==> config.mk <==
export PLATFORM = sky130hd
export DESIGN_NAME = file_register_operand_decode
export DESIGN_NICKNAME = d
export VERILOG_FILES = /design/src/inc/operand_decode_pkg.sv /design/src/hw/operand_field_extract.sv /design/src/hw/file_register_operand_decode.sv
export SDC_FILE = /design/constraint.sdc
export NUM_CORES = 1
export LEC_CHECK = 0
export BUFFER_PORTS_ARGS = -buffer_cell sky130_fd_sc_hd__buf_2
export CORE_ASPECT_RATIO = 1.25
export CORE_UTILIZATION = 30
export CTS_BUF_LIST = sky130_fd_sc_hd__clkbuf_8
export CTS_CLUSTER_DIAMETER = 200
export DETAILED_ROUTE_END_ITERATION = 8
export PLACE_DENSITY_LB_ADDON = 0.25
export SLEW_MARGIN = 0
export SYNTH_ARGS = -nofsm -noshare
export SYNTH_HDL_FRONTEND = slang
export SYNTH_HIERARCHICAL = 1
export SYNTH_SLANG_ARGS = --single-unit
==> constraint.sdc <==
create_clock -name clk_i -period 4 [get_ports clk_i]
set_clock_uncertainty 0.2 [all_clocks]
set_input_delay 0 -clock clk_i [delete_from_list [all_inputs] [get_ports clk_i]]
set_output_delay 0 -clock clk_i [all_outputs]
set_load 0.01 [all_outputs]
==> src/inc/operand_decode_pkg.sv <==
`default_nettype none
package operand_decode_pkg;
    // word widths
    localparam int INSTR_W = 14;
    localparam int DATA_W = 8;
    localparam int F_W = 7;
    localparam int PTR_W = 16;
    localparam int BANK_W_DEF = 5;
    localparam int WB_AW = 8;
    // register byte offsets
    localparam logic [WB_AW-1:0] REG_INSTR = 8'h00;
    localparam logic [WB_AW-1:0] REG_BANK = 8'h04;
    localparam logic [WB_AW-1:0] REG_ACC = 8'h08;
    localparam logic [WB_AW-1:0] REG_PTR0 = 8'h0c;
    localparam logic [WB_AW-1:0] REG_PTR1 = 8'h10;
    localparam logic [WB_AW-1:0] REG_STATUS = 8'h14;
    // reset values
    localparam logic [DATA_W-1:0] ACC_RST = 8'h00;
    localparam logic [PTR_W-1:0] PTR_RST = 16'h0000;
    // instruction field positions and the pointer program memory bit
    localparam int CLS_LSB = 12;
    localparam int OP_LSB = 8;
    localparam int D_BIT = 7;
    localparam int BOP_LSB = 10;
    localparam int B_LSB = 7;
    localparam int X_LSB = 4;
    localparam int X_MSB = 11;
    localparam int DIR_BIT = 3;
    localparam int N_BIT = 2;
    localparam int MM_LSB = 0;
    localparam int PM_BIT = 15;
    // indirect access port addresses
    localparam logic [F_W-1:0] IND_PORT0 = 7'h00;
    localparam logic [F_W-1:0] IND_PORT1 = 7'h01;
    // timing counts
    localparam int PHASES_PER_CYCLE = 4;
    localparam logic [1:0] STRETCH_LAST = 2'h3;

    typedef enum logic [1:0] {
        CLS_BYTE = 2'h0,
        CLS_BIT = 2'h1,
        CLS_IND = 2'h2,
        CLS_NONE = 2'h3
    } class_type;

    typedef enum logic [1:0] {
        MM_PRE_INC = 2'h0,
        MM_PRE_DEC = 2'h1,
        MM_POST_INC = 2'h2,
        MM_POST_DEC = 2'h3
    } step_type;

    typedef enum logic [3:0] {
        BOP_STORE = 4'h0,
        BOP_CLR = 4'h1,
        BOP_MOV = 4'h2,
        BOP_INC = 4'h3,
        BOP_DEC = 4'h4,
        BOP_COM = 4'h5,
        BOP_ADD = 4'h6,
        BOP_AND = 4'h7,
        BOP_OR = 4'h8,
        BOP_XOR = 4'h9
    } byte_op_type;

    typedef enum logic [5:0] {
        S_IDLE = 6'h01,
        S_READ = 6'h02,
        S_MODIFY = 6'h04,
        S_WRITE = 6'h08,
        S_FINISH = 6'h10,
        S_STRETCH = 6'h20
    } state_type;

    typedef struct packed {
        class_type cls;
        logic [3:0] op;
        logic d;
        logic [F_W-1:0] f;
        logic [2:0] b;
        logic n;
        step_type mm;
        logic dir;
    } fields_type;

    function automatic fields_type decode_fields(input logic [INSTR_W-1:0] w);
        fields_type r;
        r = '0;
        r.cls = class_type'(w[CLS_LSB+:2]);
        r.f = w[F_W-1:0];
        case (r.cls)
            CLS_BYTE: begin
                r.op = w[OP_LSB+:4];
                r.d = w[D_BIT];
            end
            CLS_BIT: begin
                r.op = {2'h0, w[BOP_LSB+:2]};
                r.b = w[B_LSB+:3];
            end
            CLS_IND: begin
                r.f = '0;
                r.dir = w[DIR_BIT];
                r.n = w[N_BIT];
                r.mm = step_type'(w[MM_LSB+:2]);
            end
            default: r.f = '0;
        endcase
        return r;
    endfunction
endpackage
`default_nettype wire

==> src/hw/operand_field_extract.sv <==
`timescale 1ns/1ps
`default_nettype none
module operand_field_extract
    import operand_decode_pkg::*;
(
    // instruction word in
    input wire logic [INSTR_W-1:0] word_i,
    // decoded fields out
    output fields_type fields_o
);
    always_comb begin
        fields_o = decode_fields(word_i);
    end

    // indirect moves carry free bits that must not change the result
    always_comb begin
        chk_dont_care_bits: assert (!(word_i[CLS_LSB+:2] == CLS_IND)
            || decode_fields(word_i) == decode_fields(word_i & ~14'h0ff0))
        else $error("don't-care bits changed the decoded fields");
    end
endmodule
`default_nettype wire

==> src/hw/file_register_operand_decode.sv <==
`timescale 1ns/1ps
`default_nettype none
module file_register_operand_decode
    import operand_decode_pkg::*;
#(
    parameter int BANK_W = BANK_W_DEF
) (
    // clock and reset
    input wire logic clk_i,
    input wire logic rst_i,
    // wishbone slave
    input wire logic cyc_i,
    input wire logic stb_i,
    input wire logic we_i,
    input wire logic [WB_AW-1:0] adr_i,
    input wire logic [3:0] sel_i,
    input wire logic [31:0] dat_i,
    output logic [31:0] dat_o,
    output logic ack_o,
    // banked data memory
    output logic [BANK_W+F_W-1:0] mem_addr_o,
    output logic mem_rd_o,
    output logic mem_wr_o,
    output logic [DATA_W-1:0] mem_wdata_o,
    input wire logic [DATA_W-1:0] mem_rdata_i,
    // status
    output logic busy_o
);
    if (BANK_W < 1 || BANK_W > 8) begin : g_bad_bank
        $error("BANK_W must lie between 1 and 8");
    end

    state_type state_q, state_d;
    fields_type fld_q, fld_d, fld_new;
    logic [INSTR_W-1:0] instr_q, instr_d;
    logic [BANK_W-1:0] bank_q, bank_d;
    logic [DATA_W-1:0] acc_q, acc_d, res_q, res_d;
    logic [PTR_W-1:0] ptr_q [2];
    logic [PTR_W-1:0] ptr_d [2];
    logic [BANK_W+F_W-1:0] addr_q, addr_d;
    logic wr_mem_q, wr_mem_d, wr_acc_q, wr_acc_d, pm_q, pm_d;
    logic [1:0] cnt_q, cnt_d;
    logic ack_q, ack_d;
    logic [31:0] dat_q, dat_d;
    logic wr_stb, busy;
    logic [PTR_W-1:0] ptr_sel, ptr_step;

    operand_field_extract u_extract (
        .word_i(dat_i[INSTR_W-1:0]),
        .fields_o(fld_new)
    );

    assign busy = state_q != S_IDLE;
    assign busy_o = busy;
    assign ack_o = ack_q;
    assign dat_o = dat_q;
    assign wr_stb = cyc_i && stb_i && we_i && ack_q;
    assign mem_addr_o = addr_q;
    assign mem_wdata_o = res_q;
    assign mem_rd_o = state_q == S_READ;
    assign mem_wr_o = state_q == S_WRITE && wr_mem_q;

    // bus slave: one wait state, read data registered with the ack
    always_comb begin
        ack_d = cyc_i && stb_i && !ack_q;
        dat_d = '0;
        if (adr_i == REG_INSTR) begin
            dat_d[INSTR_W-1:0] = instr_q;
        end else if (adr_i == REG_BANK) begin
            dat_d[BANK_W-1:0] = bank_q;
        end else if (adr_i == REG_ACC) begin
            dat_d[DATA_W-1:0] = acc_q;
        end else if (adr_i == REG_PTR0) begin
            dat_d[PTR_W-1:0] = ptr_q[0];
        end else if (adr_i == REG_PTR1) begin
            dat_d[PTR_W-1:0] = ptr_q[1];
        end else if (adr_i == REG_STATUS) begin
            dat_d[$bits(fields_type):0] = {fld_q, busy};
        end
        if (!ack_d) begin
            dat_d = '0;
        end
    end

    always_ff @(posedge clk_i) begin
        if (rst_i) begin
            ack_q <= 1'b0;
            dat_q <= '0;
        end else begin
            ack_q <= ack_d;
            dat_q <= dat_d;
        end
    end

    // sequencer and core registers
    always_comb begin
        state_d = state_q;
        fld_d = fld_q;
        instr_d = instr_q;
        bank_d = bank_q;
        acc_d = acc_q;
        ptr_d = ptr_q;
        addr_d = addr_q;
        res_d = res_q;
        wr_mem_d = wr_mem_q;
        wr_acc_d = wr_acc_q;
        pm_d = pm_q;
        cnt_d = cnt_q;
        ptr_sel = ptr_q[fld_new.n];
        ptr_step = fld_new.mm inside {MM_PRE_INC, MM_POST_INC} ? ptr_sel + 16'h0001
                                                                : ptr_sel - 16'h0001;
        if (wr_stb && !busy) begin
            if (adr_i == REG_BANK) begin
                bank_d = dat_i[BANK_W-1:0];
            end else if (adr_i == REG_ACC) begin
                acc_d = dat_i[DATA_W-1:0];
            end else if (adr_i == REG_PTR0) begin
                ptr_d[0] = dat_i[PTR_W-1:0];
            end else if (adr_i == REG_PTR1) begin
                ptr_d[1] = dat_i[PTR_W-1:0];
            end
        end
        case (state_q)
            S_IDLE: begin
                if (wr_stb && adr_i == REG_INSTR) begin
                    instr_d = dat_i[INSTR_W-1:0];
                    fld_d = fld_new;
                    state_d = S_READ;
                    addr_d = {bank_q, fld_new.f};
                    pm_d = 1'b0;
                    wr_acc_d = 1'b0;
                    wr_mem_d = 1'b0;
                    case (fld_new.cls)
                        CLS_BYTE: begin
                            wr_acc_d = !fld_new.d;
                            wr_mem_d = fld_new.d;
                            if (fld_new.f == IND_PORT0 || fld_new.f == IND_PORT1) begin
                                ptr_sel = ptr_q[fld_new.f[0]];
                                addr_d = ptr_sel[BANK_W+F_W-1:0];
                                pm_d = ptr_sel[PM_BIT];
                            end
                        end
                        CLS_BIT: wr_mem_d = 1'b1;
                        CLS_IND: begin
                            ptr_d[fld_new.n] = ptr_step;
                            addr_d = fld_new.mm inside {MM_PRE_INC, MM_PRE_DEC}
                                ? ptr_step[BANK_W+F_W-1:0] : ptr_sel[BANK_W+F_W-1:0];
                            pm_d = ptr_sel[PM_BIT];
                            wr_acc_d = !fld_new.dir;
                            wr_mem_d = fld_new.dir;
                        end
                        default: ;
                    endcase
                end
            end
            S_READ: state_d = S_MODIFY;
            S_MODIFY: begin
                state_d = S_WRITE;
                res_d = mem_rdata_i;
                if (fld_q.cls == CLS_BYTE) begin
                    case (byte_op_type'(fld_q.op))
                        BOP_STORE: res_d = acc_q;
                        BOP_CLR: res_d = '0;
                        BOP_INC: res_d = mem_rdata_i + 8'h01;
                        BOP_DEC: res_d = mem_rdata_i - 8'h01;
                        BOP_COM: res_d = ~mem_rdata_i;
                        BOP_ADD: res_d = mem_rdata_i + acc_q;
                        BOP_AND: res_d = mem_rdata_i & acc_q;
                        BOP_OR: res_d = mem_rdata_i | acc_q;
                        BOP_XOR: res_d = mem_rdata_i ^ acc_q;
                        default: ;
                    endcase
                end else if (fld_q.cls == CLS_BIT) begin
                    res_d[fld_q.b] = fld_q.op[0];
                end else if (fld_q.cls == CLS_IND && fld_q.dir) begin
                    res_d = acc_q;
                end
                if (pm_q) begin
                    wr_mem_d = 1'b0;
                end
            end
            S_WRITE: begin
                state_d = S_FINISH;
                if (wr_acc_q) begin
                    acc_d = res_q;
                end
            end
            S_FINISH: begin
                cnt_d = '0;
                state_d = pm_q ? S_STRETCH : S_IDLE;
            end
            S_STRETCH: begin
                cnt_d = cnt_q + 2'h1;
                if (cnt_q == STRETCH_LAST) begin
                    state_d = S_IDLE;
                end
            end
            default: state_d = S_IDLE;
        endcase
    end

    always_ff @(posedge clk_i) begin
        if (rst_i) begin
            state_q <= S_IDLE;
            fld_q <= '0;
            instr_q <= '0;
            bank_q <= '0;
            acc_q <= ACC_RST;
            ptr_q[0] <= PTR_RST;
            ptr_q[1] <= PTR_RST;
            addr_q <= '0;
            res_q <= '0;
            wr_mem_q <= 1'b0;
            wr_acc_q <= 1'b0;
            pm_q <= 1'b0;
            cnt_q <= '0;
        end else begin
            state_q <= state_d;
            fld_q <= fld_d;
            instr_q <= instr_d;
            bank_q <= bank_d;
            acc_q <= acc_d;
            ptr_q <= ptr_d;
            addr_q <= addr_d;
            res_q <= res_d;
            wr_mem_q <= wr_mem_d;
            wr_acc_q <= wr_acc_d;
            pm_q <= pm_d;
            cnt_q <= cnt_d;
        end
    end

    chk_read_before_write: assert property (@(posedge clk_i) disable iff (rst_i)
        mem_wr_o |-> $past(mem_rd_o, 2))
    else $error("file register written without a read two clocks earlier");

    chk_rmw_phases: assert property (@(posedge clk_i) disable iff (rst_i)
        mem_rd_o |=> state_q == S_MODIFY ##1 state_q == S_WRITE ##1 state_q == S_FINISH)
    else $error("read, modify, write phases out of order");

    chk_same_address: assert property (@(posedge clk_i) disable iff (rst_i)
        mem_rd_o |-> ##2 mem_addr_o == $past(mem_addr_o, 2))
    else $error("write phase address differs from read address");

    chk_acc_dest: assert property (@(posedge clk_i) disable iff (rst_i)
        state_q == S_WRITE && fld_q.cls == CLS_BYTE && !fld_q.d |-> !mem_wr_o ##1 acc_q == $past(res_q))
    else $error("accumulator destination not honoured");

    chk_file_dest: assert property (@(posedge clk_i) disable iff (rst_i)
        state_q == S_WRITE && fld_q.cls == CLS_BYTE && fld_q.d && !pm_q |-> mem_wr_o ##1 acc_q == $past(acc_q))
    else $error("file register destination not honoured");

    chk_direct_bank: assert property (@(posedge clk_i) disable iff (rst_i)
        mem_rd_o && (fld_q.cls == CLS_BIT || (fld_q.cls == CLS_BYTE && instr_q[F_W-1:0] > IND_PORT1))
        |-> mem_addr_o == {bank_q, instr_q[F_W-1:0]})
    else $error("direct address does not join bank and file field");

    chk_bit_only: assert property (@(posedge clk_i) disable iff (rst_i)
        state_q == S_WRITE && fld_q.cls == CLS_BIT |->
        (res_q ^ $past(mem_rdata_i)) == ($past(mem_rdata_i[fld_q.b]) == fld_q.op[0] ? 8'h00 : 8'h01 << fld_q.b))
    else $error("bit instruction touched more than the selected bit");

    chk_cycle_length: assert property (@(posedge clk_i) disable iff (rst_i)
        $rose(busy) && !pm_d |-> busy [*4] ##1 !busy)
    else $error("instruction cycle is not four clocks");

    chk_stretch_length: assert property (@(posedge clk_i) disable iff (rst_i)
        $rose(busy) && pm_q |-> busy [*8] ##1 !busy)
    else $error("program memory access not stretched by one cycle");
endmodule
`default_nettype wire

==> impl_results.rst, run 1 <==
.. list-table::
   :header-rows: 1

   * - Metric
     - Value
   * - Result of the run
     - completed
   * - Depth of the worst register-to-register path
     - 11
   * - Final Max Tran Viols
     - 0
   * - Pin count of the biggest net entering global routing
     - 70
   * - Maximum clock frequency
     - approximately 260 MHz
   * - Number of antenna violations at the first check in global routing
     - 1
   * - Measured slew at the worst slew-check pin
     - about 1.0 ns
   * - DR vias/cell
     - approximately 5.5
   * - Main area contributors after synthesis
     - dfxtp_1 (30%), a21oi_1 (6.5%), nand2_1 (5.8%)
   * - Core area
     - between 0.02 and 0.03 mm²
   * - Dominant register cell in the synthesized netlist
     - dfxtp_1
   * - Leading cell type in the layout, fill and taps excluded
     - nand2_1
   * - Max clock buf depth
     - 2
   * - Most congested layer reported by global routing
     - met2
   * - Multi-input combinational cell area
     - between 0.005 and 0.006 mm²
   * - Number of input and output port buffers inserted
     - a little over 80
   * - Antenna viol nets, final
     - 0
   * - Share of synthesized area spent on multiplexers
     - 0.0974
   * - Remaining design rule violation count
     - 0
   * - Worst Setup Start Kind
     - primary input
   * - Start point of the worst min-delay path
     - adr_i[6]
   * - Clock Sink Count
     - between 100 and 150
   * - Arrival time of data at the critical path endpoint
     - 4.08 ns
   * - Count of max-cap constraint violations
     - 0
   * - Via count
     - roughly 9000
   * - Overall fraction of global-route tracks in use
     - 0.215
   * - TritonCTS clock tree
     - built
   * - Fin Setup TNS
     - 0 ns
   * - Leakage dissipation
     - 4.18 nW
   * - Die H
     - slightly below 200 µm
   * - Die Area
     - 0.0308 mm²
   * - Initial DRT Pass Iterations
     - 6
   * - Cells after Synth
     - approximately 1200
   * - Storage element area
     - ~0.0027 mm²
   * - TritonCTS buffer count
     - 17
   * - Overflow after GRT
     - 0
   * - X dimension of the die
     - ~160 µm
   * - Syn Area/Cell
     - a little under 8 µm²
   * - Nets
     - between 1000 and 1500
   * - Crit Path Category
     - in -> reg
   * - Post-route standard cell area excluding fillers
     - 0.0106 mm²
   * - Filler Cell Count
     - around 3200
   * - Relative slew slack
     - 0.299
   * - Final worst hold slack
     - around 0.025 ns
   * - Worst Setup SP
     - dat_i[2]
   * - Yosys reg bits
     - 134
   * - Synth Area in XOR/XNOR
     - 0.0155
   * - Portion of the clock cycle consumed by the worst path in the final layout
     - 0.963
   * - Via count of the first global-routing pass
     - roughly 9000
   * - Global-route track usage on met1
     - 0.265
   * - Hold Crit Class
     - in -> reg
   * - Setup Viol. Count Final
     - 0
   * - Largest family of logic cells by synthesized area
     - compound AO/OA/AOI/OAI gates
   * - Tot Pwr
     - 0.00289 W
   * - Pwr dens
     - between 200 and 300 mW/mm²
   * - Sequential area share after synthesis
     - 0.297
   * - H-tree depth reported by CTS
     - 4
   * - Worst-skew pair later-pin latency
     - between 0.4 and 0.5 ns
   * - Post-Place Cell Area
     - ~0.0097 mm²
   * - RSZ-0062 raised after global routing
     - false
   * - Cell depth of the worst hold path
     - 6
   * - Met3 global-route usage
     - 0.0252
   * - Worst reg2reg startpoint
     - fld_q[15]$_SDFFE_PP0P_
   * - Global-route wire length before repair
     - 50600 µm
   * - Largest area contributor in the synthesized netlist
     - dfxtp_1
   * - Routed len/inst
     - a little under 20 µm
   * - Detailed router's first-iteration violation count
     - roughly 700
   * - Post-CTS setup buffers
     - 0
   * - Number of synthesized flops with an enable pin
     - 0
   * - I/O pin count
     - about 110
   * - Synthesized cell area
     - 0.00903 mm²
   * - Crit. End Element
     - flop
   * - Post-synthesis simple-gate area fraction
     - 0.221
   * - Area growth syn-to-layout
     - 17.2%
   * - Worst Path Required
     - between 4 and 5 ns
   * - Synthesized-area fraction occupied by adder cells
     - 0.0571
   * - Commonest cells after routing, fill and taps aside
     - nand2_1 (140), dfxtp_1 (134), a21oi_1 (116)
   * - Yosys warning count
     - 6
   * - Compound-cell area share of the yosys netlist
     - 0.250
   * - Share of the synthesized area in the top cell type
     - 0.297
   * - Layout cell share with drive strength beyond 1
     - 0.166
   * - Peak supply drop
     - 0.204 mV
   * - Ys async rst share
     - 0
   * - Global placement routability congestion
     - approximately 0.94
   * - Final Hold Fails
     - 0
   * - Starting Density
     - 0.307
   * - Clock-pin slew on the worst setup and hold paths
     - around 0.09 ns
   * - Global routing met2 resource utilization
     - 0.374
   * - Maximum net fanout on the critical path
     - 23
   * - Final HPWL from detailed placement
     - 23700 µm
   * - Number of standard-cell rows in the floorplan
     - 70
   * - Shortest period the worst path allows
     - ~3.9 ns
   * - Wirelength, routed
     - 32600 µm
   * - Number of distinct library cells after synthesis
     - between 80 and 90
   * - Root buffer selected by CTS
     - clkbuf_8
per-layer routing:
metal	share of wire	wire [µm]	vias to the layer above
li1	-	-	4356
met2	0.50	16300	253
met3	0.040	1300	52
met5	0	0	-
met4	0.026	851	0
met1	0.43	14100	4334
cell usage after synthesis, drive strengths merged (5+ instances only):
library cell    n
o221ai          7
nor2b          16
a211oi         30
clkbuf         60
buf            35
nand4           7
a22oi           8
nand3b          7
or4             6
xor2            6
o21bai          5
nand2b         13
a221oi         10
xnor2          10
a2111oi         5
ha             38
inv            30
o21a            6
nor2          109
mux2           46
nor3           19
nor4            8
nand3          33
mux2i          35
a222oi          6
a21o           10
a21oi         118
o211ai         12
dfxtp         134
o22ai           8
o21ai          69
a211o           5
a311oi          9
a31oi          12
or3             5
and3            8
nand2         142
and2           20
state kept, by name, summed over array words and instances, names as in the netlist:
name and flops:
instr_q 14, mem_addr_o 12, wr_acc_q 1, acc_q 8
wr_mem_q 1, cnt_q 2, fld_q 21, ptr_q 32
ack_o 1, state_q 6, mem_wdata_o 8, pm_q 1
dat_o 22, bank_q 5
through the flow:
stage          setup WS (ns)  cells   util
4_1_cts                0.172   1645  0.359
6_report               0.148   1646  0.360
3_5_place_dp           0.459   1573  0.331
3_3_place_gp           0.525   1573  0.331
2_1_floorplan          0.685   1166      -
5_1_grt               0.0155   1646  0.360
worst paths after layout:
path	endpoint	slack, ns
max reg2reg	mem_wdata_o[6]$_SDFFE_PP0P_	0.34
min reg2reg	fld_q[12]$_SDFFE_PP0P_	0.26
min	ptr_q[16]$_SDFF_PP0_	0.03
max	ptr_q[30]$_SDFF_PP0_	0.15
cell type report:
cell class                 count  area share
antenna                        1    0.000236
multi-input combinational    907       0.551
sequential                   134       0.254
inverter                      30      0.0106
timing repair buffer         146      0.0963
clock inverter                14      0.0179
tap                          396      0.0468
clock buffer                  18      0.0234
logic make-up after synthesis:
logic type	Yosys count
buffers and inverters	125
other	1
multiplexers	81
flip-flops	134
XOR/XNOR	16
AO/OA/AOI/OAI	351
AND/OR/NAND/NOR	409
adder cells (fa/ha/maj)	40
report_power, final:
group | switching (W) | total, W | internal, W
Clock | 0.000623 | 0.00128 | 0.000653
Combinational | 0.000178 | 0.000276 | 0.0000978
Sequential | 0.00000190 | 0.00134 | 0.00133
Total | 0.000803 | 0.00289 | 0.00209
critical path: stages:
cell	delay, ns
dlygate4sd3_1	0.52
clkbuf_4	0.20
and2_1	0.19
buf_12	0.19
mux2_2	0.42
fa_1	0.49
a211o_1	0.34
a211oi_1	0.23
a211o_1	0.16
a21oi_1	0.14
o211a_1	0.24
a2111oi_1	0.34
dlygate4sd3_1	0.59
timing repair:
action	CTS	global route
hold buffers	40	0
resized for setup	0	3
setup endpoints to repair	0	2
endpoints found under the hold margin	111	0
(Power assumes the default switching activity.)
==> run 2: changes to the inputs <==
--- a/config.mk
+++ b/config.mk
@@ -6,6 +6,8 @@
 export NUM_CORES = 1
 export LEC_CHECK = 0
 export BUFFER_PORTS_ARGS = -buffer_cell sky130_fd_sc_hd__buf_2
+export CELL_PAD_IN_SITES_DETAIL_PLACEMENT = 0
+export CELL_PAD_IN_SITES_GLOBAL_PLACEMENT = 1
 export CORE_ASPECT_RATIO = 1.25
 export CORE_UTILIZATION = 30
 export CTS_BUF_LIST = sky130_fd_sc_hd__clkbuf_8
==> run 2 against run 1 <==
Largest cell class unchanged. Combinational power grew 1%. Global-route usage rose by 0.99 points. Sequential power about the same. Hold slack gained 0.0066 ns. Critical endpoint is now mem_wdata_o[6]$_SDFFE_PP0P_. Final cell count is 0.12% higher. Count of clock-buffer cells in the layout is 3 higher. Die area unchanged.
==> impl_results.rst, run 2 (same netlist as run 1, synthesis figures left out) <==
.. list-table::
   :header-rows: 1

   * - Metric
     - Value
   * - Result of the run
     - completed
   * - Net switching power
     - 0.000743 W (-7.5%)
   * - Nets
     - 1338 (+0.38%)
   * - Maximum net fanout on the critical path
     - 8 (-65%)
   * - Max reg flops
     - 32 (unchanged)
   * - Filler Cell Count
     - 3216 (+0.44%)
   * - Relative slew slack
     - 0.400 (+0.101)
   * - Number of antenna violations at the first check in global routing
     - 0 (-1)
   * - Maximum clock frequency
     - 268 MHz (+3.2%)
   * - Portion of total power attributed to the clock network
     - 0.432 (-0.010)
   * - Worst reg2reg startpoint
     - fld_q[17]$_SDFFE_PP0P_
   * - Routed len/inst
     - 20.6 µm (+4.1%)
   * - Register-to-register setup slack
     - 0.27 ns (-0.07 ns)
   * - Initial DRT Pass Iterations
     - 7 (+1)
   * - Peak supply drop
     - 0.182 mV (-11%)
   * - Pwr dens
     - 269 mW/mm² (-1.3%)
   * - Portion of the clock cycle consumed by the worst path in the final layout
     - 0.933 (-0.0300)
   * - Leakage dissipation
     - 4.20 nW (+0.37%)
   * - Antenna viol nets, final
     - 0 (unchanged)
   * - Reg2Reg Capture Point
     - mem_wdata_o[6]$_SDFFE_PP0P_
   * - Leading cell type in the layout, fill and taps excluded
     - nand2_1
   * - Crit. End Element
     - flop
   * - Die Area
     - 0.0308 mm² (unchanged)
   * - Measured slew at the worst slew-check pin
     - 0.900 ns (-0.147 ns)
   * - Cells along the critical path
     - or3b_2 > or3_1 > ha_1 > fa_1 > a21o_1 > a21oi_2 > o21ai_0 > xor2_1 > nand3_1 > a31oi_1 > dlygate4sd3_1
   * - Global-route wire length before repair
     - 52400 µm (+3.5%)
   * - Area growth syn-to-layout
     - 17.1% (about the same)
   * - TritonCTS buffer count
     - 17 (unchanged)
   * - Combinational power share
     - 0.098 (+0.003)
   * - Wirelength, routed
     - 33900 µm (+4.2%)
   * - Placement Setup Slack
     - 0.548 ns (+0.0891 ns)
   * - Root buffer selected by CTS
     - clkbuf_8
   * - Overflow after GRT
     - 0 (unchanged)
   * - Crit Path Category
     - reg -> reg
   * - Clock Sink Count
     - 134 (unchanged)
   * - Post-CTS setup buffers
     - 0 (unchanged)
   * - DR vias/cell
     - 5.41 (-0.98%)
   * - Global placement routability congestion
     - 0.896 (-5.0%)
   * - Final Max Tran Viols
     - 0 (unchanged)
   * - Final Hold Fails
     - 0 (unchanged)
   * - Core area
     - 0.0294 mm² (unchanged)
   * - Buf/Inv on CP
     - 1 (-3)
   * - Critical Path Max Stage Delay
     - 0.58 ns (about the same)
   * - Sequential cell fraction of total power
     - 0.469 (+0.006)
   * - Remaining design rule violation count
     - 0 (unchanged)
   * - H-tree depth reported by CTS
     - 4 (unchanged)
   * - Pint
     - 0.00211 W (+0.96%)
   * - I/O pin count
     - 113 (unchanged)
   * - Number of antenna cells inserted
     - 0 (-1)
   * - Worst Path Required
     - 4.21 ns (about the same)
   * - Worst setup path end
     - mem_wdata_o[6]$_SDFFE_PP0P_
   * - Commonest cells after routing, fill and taps aside
     - nand2_1 (140), dfxtp_1 (134), a21oi_1 (116)
   * - Number of input and output port buffers inserted
     - 82 (unchanged)
   * - Logic depth of the worst path, buffers included
     - 11 (-2)
   * - Die H
     - 196 µm (unchanged)
   * - Final HPWL from detailed placement
     - 24800 µm (+4.5%)
   * - Switching power share of the total
     - 0.261 (-0.0172)
   * - Worst-skew pair later-pin latency
     - 0.47 ns (about the same)
   * - Via count
     - 8918 (-0.86%)
   * - Number of standard-cell rows in the floorplan
     - 70 (unchanged)
   * - Arrival time of data at the critical path endpoint
     - 3.94 ns (-0.14 ns)
   * - Layout cell share with drive strength beyond 1
     - 0.169 (+0.00360)
   * - Placed cell count
     - 1581 (+0.51%)
   * - Clock-pin slew on the worst setup and hold paths
     - 0.07 ns (-0.02 ns)
   * - Depth of the worst register-to-register path
     - 11 (unchanged)
   * - Pin count of the biggest net entering global routing
     - 67 (-4.3%)
   * - Post-Place Cell Area
     - 0.00978 mm² (+0.51%)
   * - Kind of cell adding the most delay to the critical path
     - simple AND/OR/NAND/NOR gates
   * - RSZ-0062 raised after global routing
     - false
   * - Core occupancy in the finished layout
     - 0.359 (about the same)
   * - Detailed router's first-iteration violation count
     - 663 (-4.7%)
   * - Register name with the most flops
     - ptr_q
   * - Post-route setup slack
     - 0.268 ns (+0.120 ns)
   * - Fin Setup TNS
     - 0 ns (unchanged)
   * - Starting Density
     - 0.307 (unchanged)
   * - Worst Setup SP
     - fld_q[17]$_SDFFE_PP0P_
   * - Post-route standard cell area excluding fillers
     - 0.0106 mm² (about the same)
   * - Overall fraction of global-route tracks in use
     - 0.225 (+0.00992)
   * - Final standard cell count with taps included and fillers excluded
     - 1648 (+0.12%)
   * - Via count of the first global-routing pass
     - 8628 (-1.8%)
   * - Max clock buf depth
     - 2 (unchanged)
   * - X dimension of the die
     - 157 µm (unchanged)
   * - Shortest period the worst path allows
     - 3.73 ns (-0.120 ns)
   * - TritonCTS clock tree
     - built
   * - Hold Crit Class
     - in -> reg
   * - Cell depth of the worst hold path
     - 3 (-3)
   * - Setup Viol. Count Final
     - 0 (unchanged)
   * - Cell at the slowest stage of the critical path
     - or3b_2
   * - Count of max-cap constraint violations
     - 0 (unchanged)
   * - Worst Setup Start Kind
     - flop
==> run 2: cell types whose count changed in the layout (fill, tap and decap cells not counted) <==
cell           change
buf_4             +10
clkinv_2           +2
dlygate4sd3_1      -3
clkbuf_8           +3
a2111oi_1          -1
inv_8              -2
clkinvlp_4         +1
diode_2            -1
clkbuf_4           -1
a2111oi_0          +1
inv_6              -5
clkinv_4           -2
inv_1              +1
buf_12             -1
==> run 2: worst min-delay path by stage <==
| stage | startpoint | endpoint | slack, ns |
|---|---|---|---|
| global placement | dat_i[11] | instr_q[11]$_SDFFE_PP0P_ | 0.13 |
| floorplan | dat_i[11] | instr_q[11]$_SDFFE_PP0P_ | -0.06 |
| global route | adr_i[6] | state_q[0]$_SDFFE_PP1P_ | 0.08 |
| finish | adr_i[2] | dat_o[2]$_SDFF_PP0_ | 0.03 |
| CTS | adr_i[2] | dat_o[2]$_SDFF_PP0_ | 0.01 |
| detailed placement | dat_i[5] | instr_q[5]$_SDFFE_PP0P_ | 0.13 |
==> run 2: tightest hold or removal path: stages <==
cell     delay (ns)
buf_2          0.30
o21ai_0        0.24
a21oi_1        0.07
==> run 2: per-layer routing <==
metal | track usage | wire, µm
met5 | 0 | 0
met4 | 0.0802 | 868
met3 | 0.0274 | 1200
met2 | 0.398 | 17200
met1 | 0.276 | 14600
==> run 2: what timing repair did <==
action | CTS | global route
setup endpoints to repair | 0 | 1
hold buffers | 37 | 0
gates resized for setup | 0 | 1
hold endpoints to repair | 106 | 0
==> run 2: per-stage QoR <==
stage	hold slack, ns	power (W)
floorplan	-0.0640	0.00152
finish	0.0317	0.00285
global route	0.0777	0.00295
CTS	0.0124	0.00288
detailed placement	0.130	0.00162
global placement	0.126	0.00162
==> run 2: final cells by class <==
type | instances | area [µm²] | area share
clock buffer | 21 | 289 | 0.0273
clock inverter | 9 | 126 | 0.0120
inverter | 30 | 113 | 0.0106
multi-input combinational | 907 | 5830 | 0.552
sequential | 134 | 2680 | 0.254
tap | 396 | 495 | 0.0469
timing repair buffer | 151 | 1040 | 0.0980
==> run 2: power by group through the flow <==
stage / Clock (W) / Sequential, W / Combinational (W)
2_1_floorplan: 0 / 0.00137 / 0.000155
3_3_place_gp: 0 / 0.00137 / 0.000253
3_5_place_dp: 0 / 0.00137 / 0.000253
4_1_cts: 0.00127 / 0.00134 / 0.000278
5_1_grt: 0.00131 / 0.00134 / 0.000303
6_report: 0.00123 / 0.00134 / 0.000280
==> run 3: changes to the inputs <==
--- a/config.mk
+++ b/config.mk
@@ -9,6 +9,7 @@
 export CELL_PAD_IN_SITES_DETAIL_PLACEMENT = 0
 export CELL_PAD_IN_SITES_GLOBAL_PLACEMENT = 1
 export CORE_ASPECT_RATIO = 1.25
+export CORE_MARGIN = 2
 export CORE_UTILIZATION = 30
 export CTS_BUF_LIST = sky130_fd_sc_hd__clkbuf_8
 export CTS_CLUSTER_DIAMETER = 200
==> constraint.sdc (replaced) <==
create_clock -name clk_i -period 4.6 [get_ports clk_i]
set_clock_uncertainty 0.2 [all_clocks]
set_input_delay 0 -clock clk_i [delete_from_list [all_inputs] [get_ports clk_i]]
set_output_delay 0 -clock clk_i [all_outputs]
set_load 0.01 [all_outputs]
==> run 3 against run 2 <==
Routed wire length grew 0.17%. Largest cell class unchanged. Global-route usage is 0.91 points lower. Combinational power fell by 14%. Core utilization is 0.48 points lower.
==> impl_results.rst, run 3 (same netlist as run 1, synthesis figures left out) <==
.. list-table::
   :header-rows: 1

   * - Metric
     - Value
   * - Fin Setup TNS
     - 0 ns (unchanged)
   * - Starting Density
     - 0.303 (-0.00432)
   * - Cell depth of the worst hold path
     - 6 (+3)
   * - Peak supply drop
     - 0.151 mV (-17%)
   * - Number of antenna cells inserted
     - 0 (unchanged)
   * - Arrival time of data at the critical path endpoint
     - 4.21 ns (+0.27 ns)
   * - Number of input and output port buffers inserted
     - 82 (unchanged)
   * - Number of antenna violations at the first check in global routing
     - 0 (unchanged)
   * - Global-route wire length before repair
     - 52700 µm (+0.58%)
   * - Global placement routability congestion
     - 0.888 (-0.90%)
   * - Worst-skew pair later-pin latency
     - 0.47 ns (about the same)
   * - Core area
     - 0.0298 mm² (+1.4%)
   * - Overflow after GRT
     - 0 (unchanged)
   * - Relative slew slack
     - 0.274 (-0.126)
   * - Post-Place Cell Area
     - 0.00972 mm² (-0.68%)
   * - Number of standard-cell rows in the floorplan
     - 71 (+1.4%)
   * - Maximum net fanout on the critical path
     - 14 (+6)
   * - Portion of the clock cycle consumed by the worst path in the final layout
     - 0.881
   * - Multi-input combinational cell area
     - 0.00583 mm² (about the same)
   * - Crit Path Category
     - in -> reg
   * - Global routing met2 resource utilization
     - 0.387 (-0.0111)
   * - Final Hold Fails
     - 0 (unchanged)
   * - Wirelength, routed
     - 34000 µm (+0.17%)
   * - DR vias/cell
     - 5.41 (about the same)
   * - Commonest cells after routing, fill and taps aside
     - nand2_1 (140), dfxtp_1 (134), a21oi_1 (117)
   * - Remaining design rule violation count
     - 0 (unchanged)
   * - Maximum clock frequency
     - roughly 250 MHz
   * - Number of hold-repair buffers added at the cts stage
     - 41 (+11%)
   * - Depth of the worst register-to-register path
     - 11 (unchanged)
   * - Storage element area
     - 0.00268 mm² (unchanged)
   * - Filler Cell Count
     - 3261 (+1.4%)
   * - X dimension of the die
     - 159 µm (+1.3%)
   * - Routed len/inst
     - 20.6 µm (about the same)
   * - TritonCTS clock tree
     - built
   * - Final Max Tran Viols
     - 0 (unchanged)
   * - Hold Crit Class
     - in -> reg
   * - Pwr dens
     - 241 mW/mm² (-11%)
   * - Leading cell type in the layout, fill and taps excluded
     - nand2_1
   * - Post-CTS setup buffers
     - 0 (unchanged)
   * - Post-route standard cell area excluding fillers
     - 0.0106 mm² (about the same)
   * - TritonCTS buffer count
     - 17 (unchanged)
   * - Detailed router's first-iteration violation count
     - 573 (-14%)
   * - Nets
     - 1334 (-0.30%)
   * - Leakage dissipation
     - 4.20 nW (about the same)
   * - Root buffer selected by CTS
     - clkbuf_8
   * - Most congested layer reported by global routing
     - met2
   * - Register name with the most flops
     - ptr_q
   * - Count of max-cap constraint violations
     - 0 (unchanged)
   * - Initial DRT Pass Iterations
     - 7 (unchanged)
   * - Result of the run
     - completed
   * - Worst Path Required
     - 4.76 ns (+0.55 ns)
   * - Measured slew at the worst slew-check pin
     - 1.09 ns (+0.188 ns)
   * - RSZ-0062 raised after global routing
     - false
   * - Crit. End Element
     - flop
   * - Die Area
     - 0.0315 mm² (+2.3%)
   * - Max clock buf depth
     - 2 (unchanged)
   * - Area growth syn-to-layout
     - 17.2% (about the same)
   * - Shortest period the worst path allows
     - about 4.1 ns
   * - Pin count of the biggest net entering global routing
     - 60 (-10%)
   * - Layout cell share with drive strength beyond 1
     - 0.162 (-0.00693)
   * - Clock-pin slew on the worst setup and hold paths
     - 0.08 ns (about the same)
   * - H-tree depth reported by CTS
     - 4 (unchanged)
   * - Register-to-register setup slack
     - 0.70 ns (+0.43 ns)
   * - Via count of the first global-routing pass
     - 8760 (+1.5%)
   * - Final HPWL from detailed placement
     - 24600 µm (-1.0%)
   * - Setup Viol. Count Final
     - 0 (unchanged)
   * - Terminating pin of the worst hold path
     - dat_o[5]$_SDFF_PP0_
   * - Max reg flops
     - 32 (unchanged)
   * - Start point of the worst min-delay path
     - adr_i[6]
   * - Clock Sink Count
     - 134 (unchanged)
   * - I/O pin count
     - 113 (unchanged)
   * - Overall fraction of global-route tracks in use
     - 0.216 (-0.00909)
   * - Reg2Reg Capture Point
     - mem_wdata_o[6]$_SDFFE_PP0P_
   * - Global-route track usage on met1
     - 0.258 (-0.0172)
   * - Post-cts gate resize count
     - 0 (unchanged)
   * - Worst Setup Start Kind
     - primary input
   * - Met3 global-route usage
     - 0.0318 (+0.00445)
   * - Via count
     - 8929 (+0.12%)
   * - Die H
     - 198 µm (+1.0%)
   * - Antenna viol nets, final
     - 0 (unchanged)
   * - Worst reg2reg startpoint
     - fld_q[17]$_SDFFE_PP0P_
==> run 3: changes by cell type in the layout (fill, tap and decap cells not counted), sizes merged <==
cell and change:
buf -8, dlygate4sd3 +4, inv +2, bufinv +1, clkbuf +1, clkinv -1
clkinvlp -1
==> run 3: metrics by stage <==
step,std cells,power [W],utilization,setup WS [ns],hold WS (ns)
final,1651,0.00255,0.355,0.547,0.0509
after global routing,1651,0.00264,0.355,0.309,0.0738
after CTS,1651,0.00257,0.355,0.570,0.0168
after detailed placement,1578,0.00141,0.326,0.605,0.122
after global placement,1578,0.00141,0.326,0.719,0.119
after floorplan,1166,0.00132,-,1.29,-0.0640
==> run 3: layout make-up <==
type                            instances  share of cell area
Multi-Input combinational cell        907               0.551
Sequential cell                       134               0.253
Timing Repair Buffer                  147              0.0948
Tap cell                              401              0.0474
Clock buffer                           22              0.0286
Clock inverter                         10              0.0143
Inverter                               30              0.0106
==> run 3: metal layers <==
layer / vias to the layer above / share of wire
met4: 0 / 0.028
met2: 252 / 0.50
met1: 4273 / 0.43
li1: 4350 / -
met5: - / 0
met3: 54 / 0.043
==> run 3: worst max path at each step <==
stage                    from  slack (ns)                    to  cells after the start
finish              dat_i[12]        0.55  ptr_q[30]$_SDFF_PP0_                     12
global route        dat_i[12]        0.31  ptr_q[30]$_SDFF_PP0_                     12
CTS                 dat_i[12]        0.57  ptr_q[30]$_SDFF_PP0_                     12
detailed placement  dat_i[13]        0.60  ptr_q[30]$_SDFF_PP0_                     11
global placement    dat_i[12]        0.72  ptr_q[30]$_SDFF_PP0_                     12
floorplan           dat_i[13]        1.29  ptr_q[14]$_SDFF_PP0_                     11
==> run 3: power breakdown <==
group	switching [W]	internal (W)
clock	0.000487	0.000657
combinational	0.000156	0.0000843
sequential	0.00000158	0.00116
total	0.000645	0.00190
==> run 3: critical path, cell delays in order <==
cell and delay [ns]:
dlygate4sd3_1 0.53, buf_2 0.13, nor2b_1 0.34, and2_1 0.69, mux2_2 0.43, ha_1 0.40, nand2_1 0.14, nand3b_1 0.14
a211oi_1 0.52, a21oi_1 0.28, o211a_1 0.27, a2111oi_0 0.33
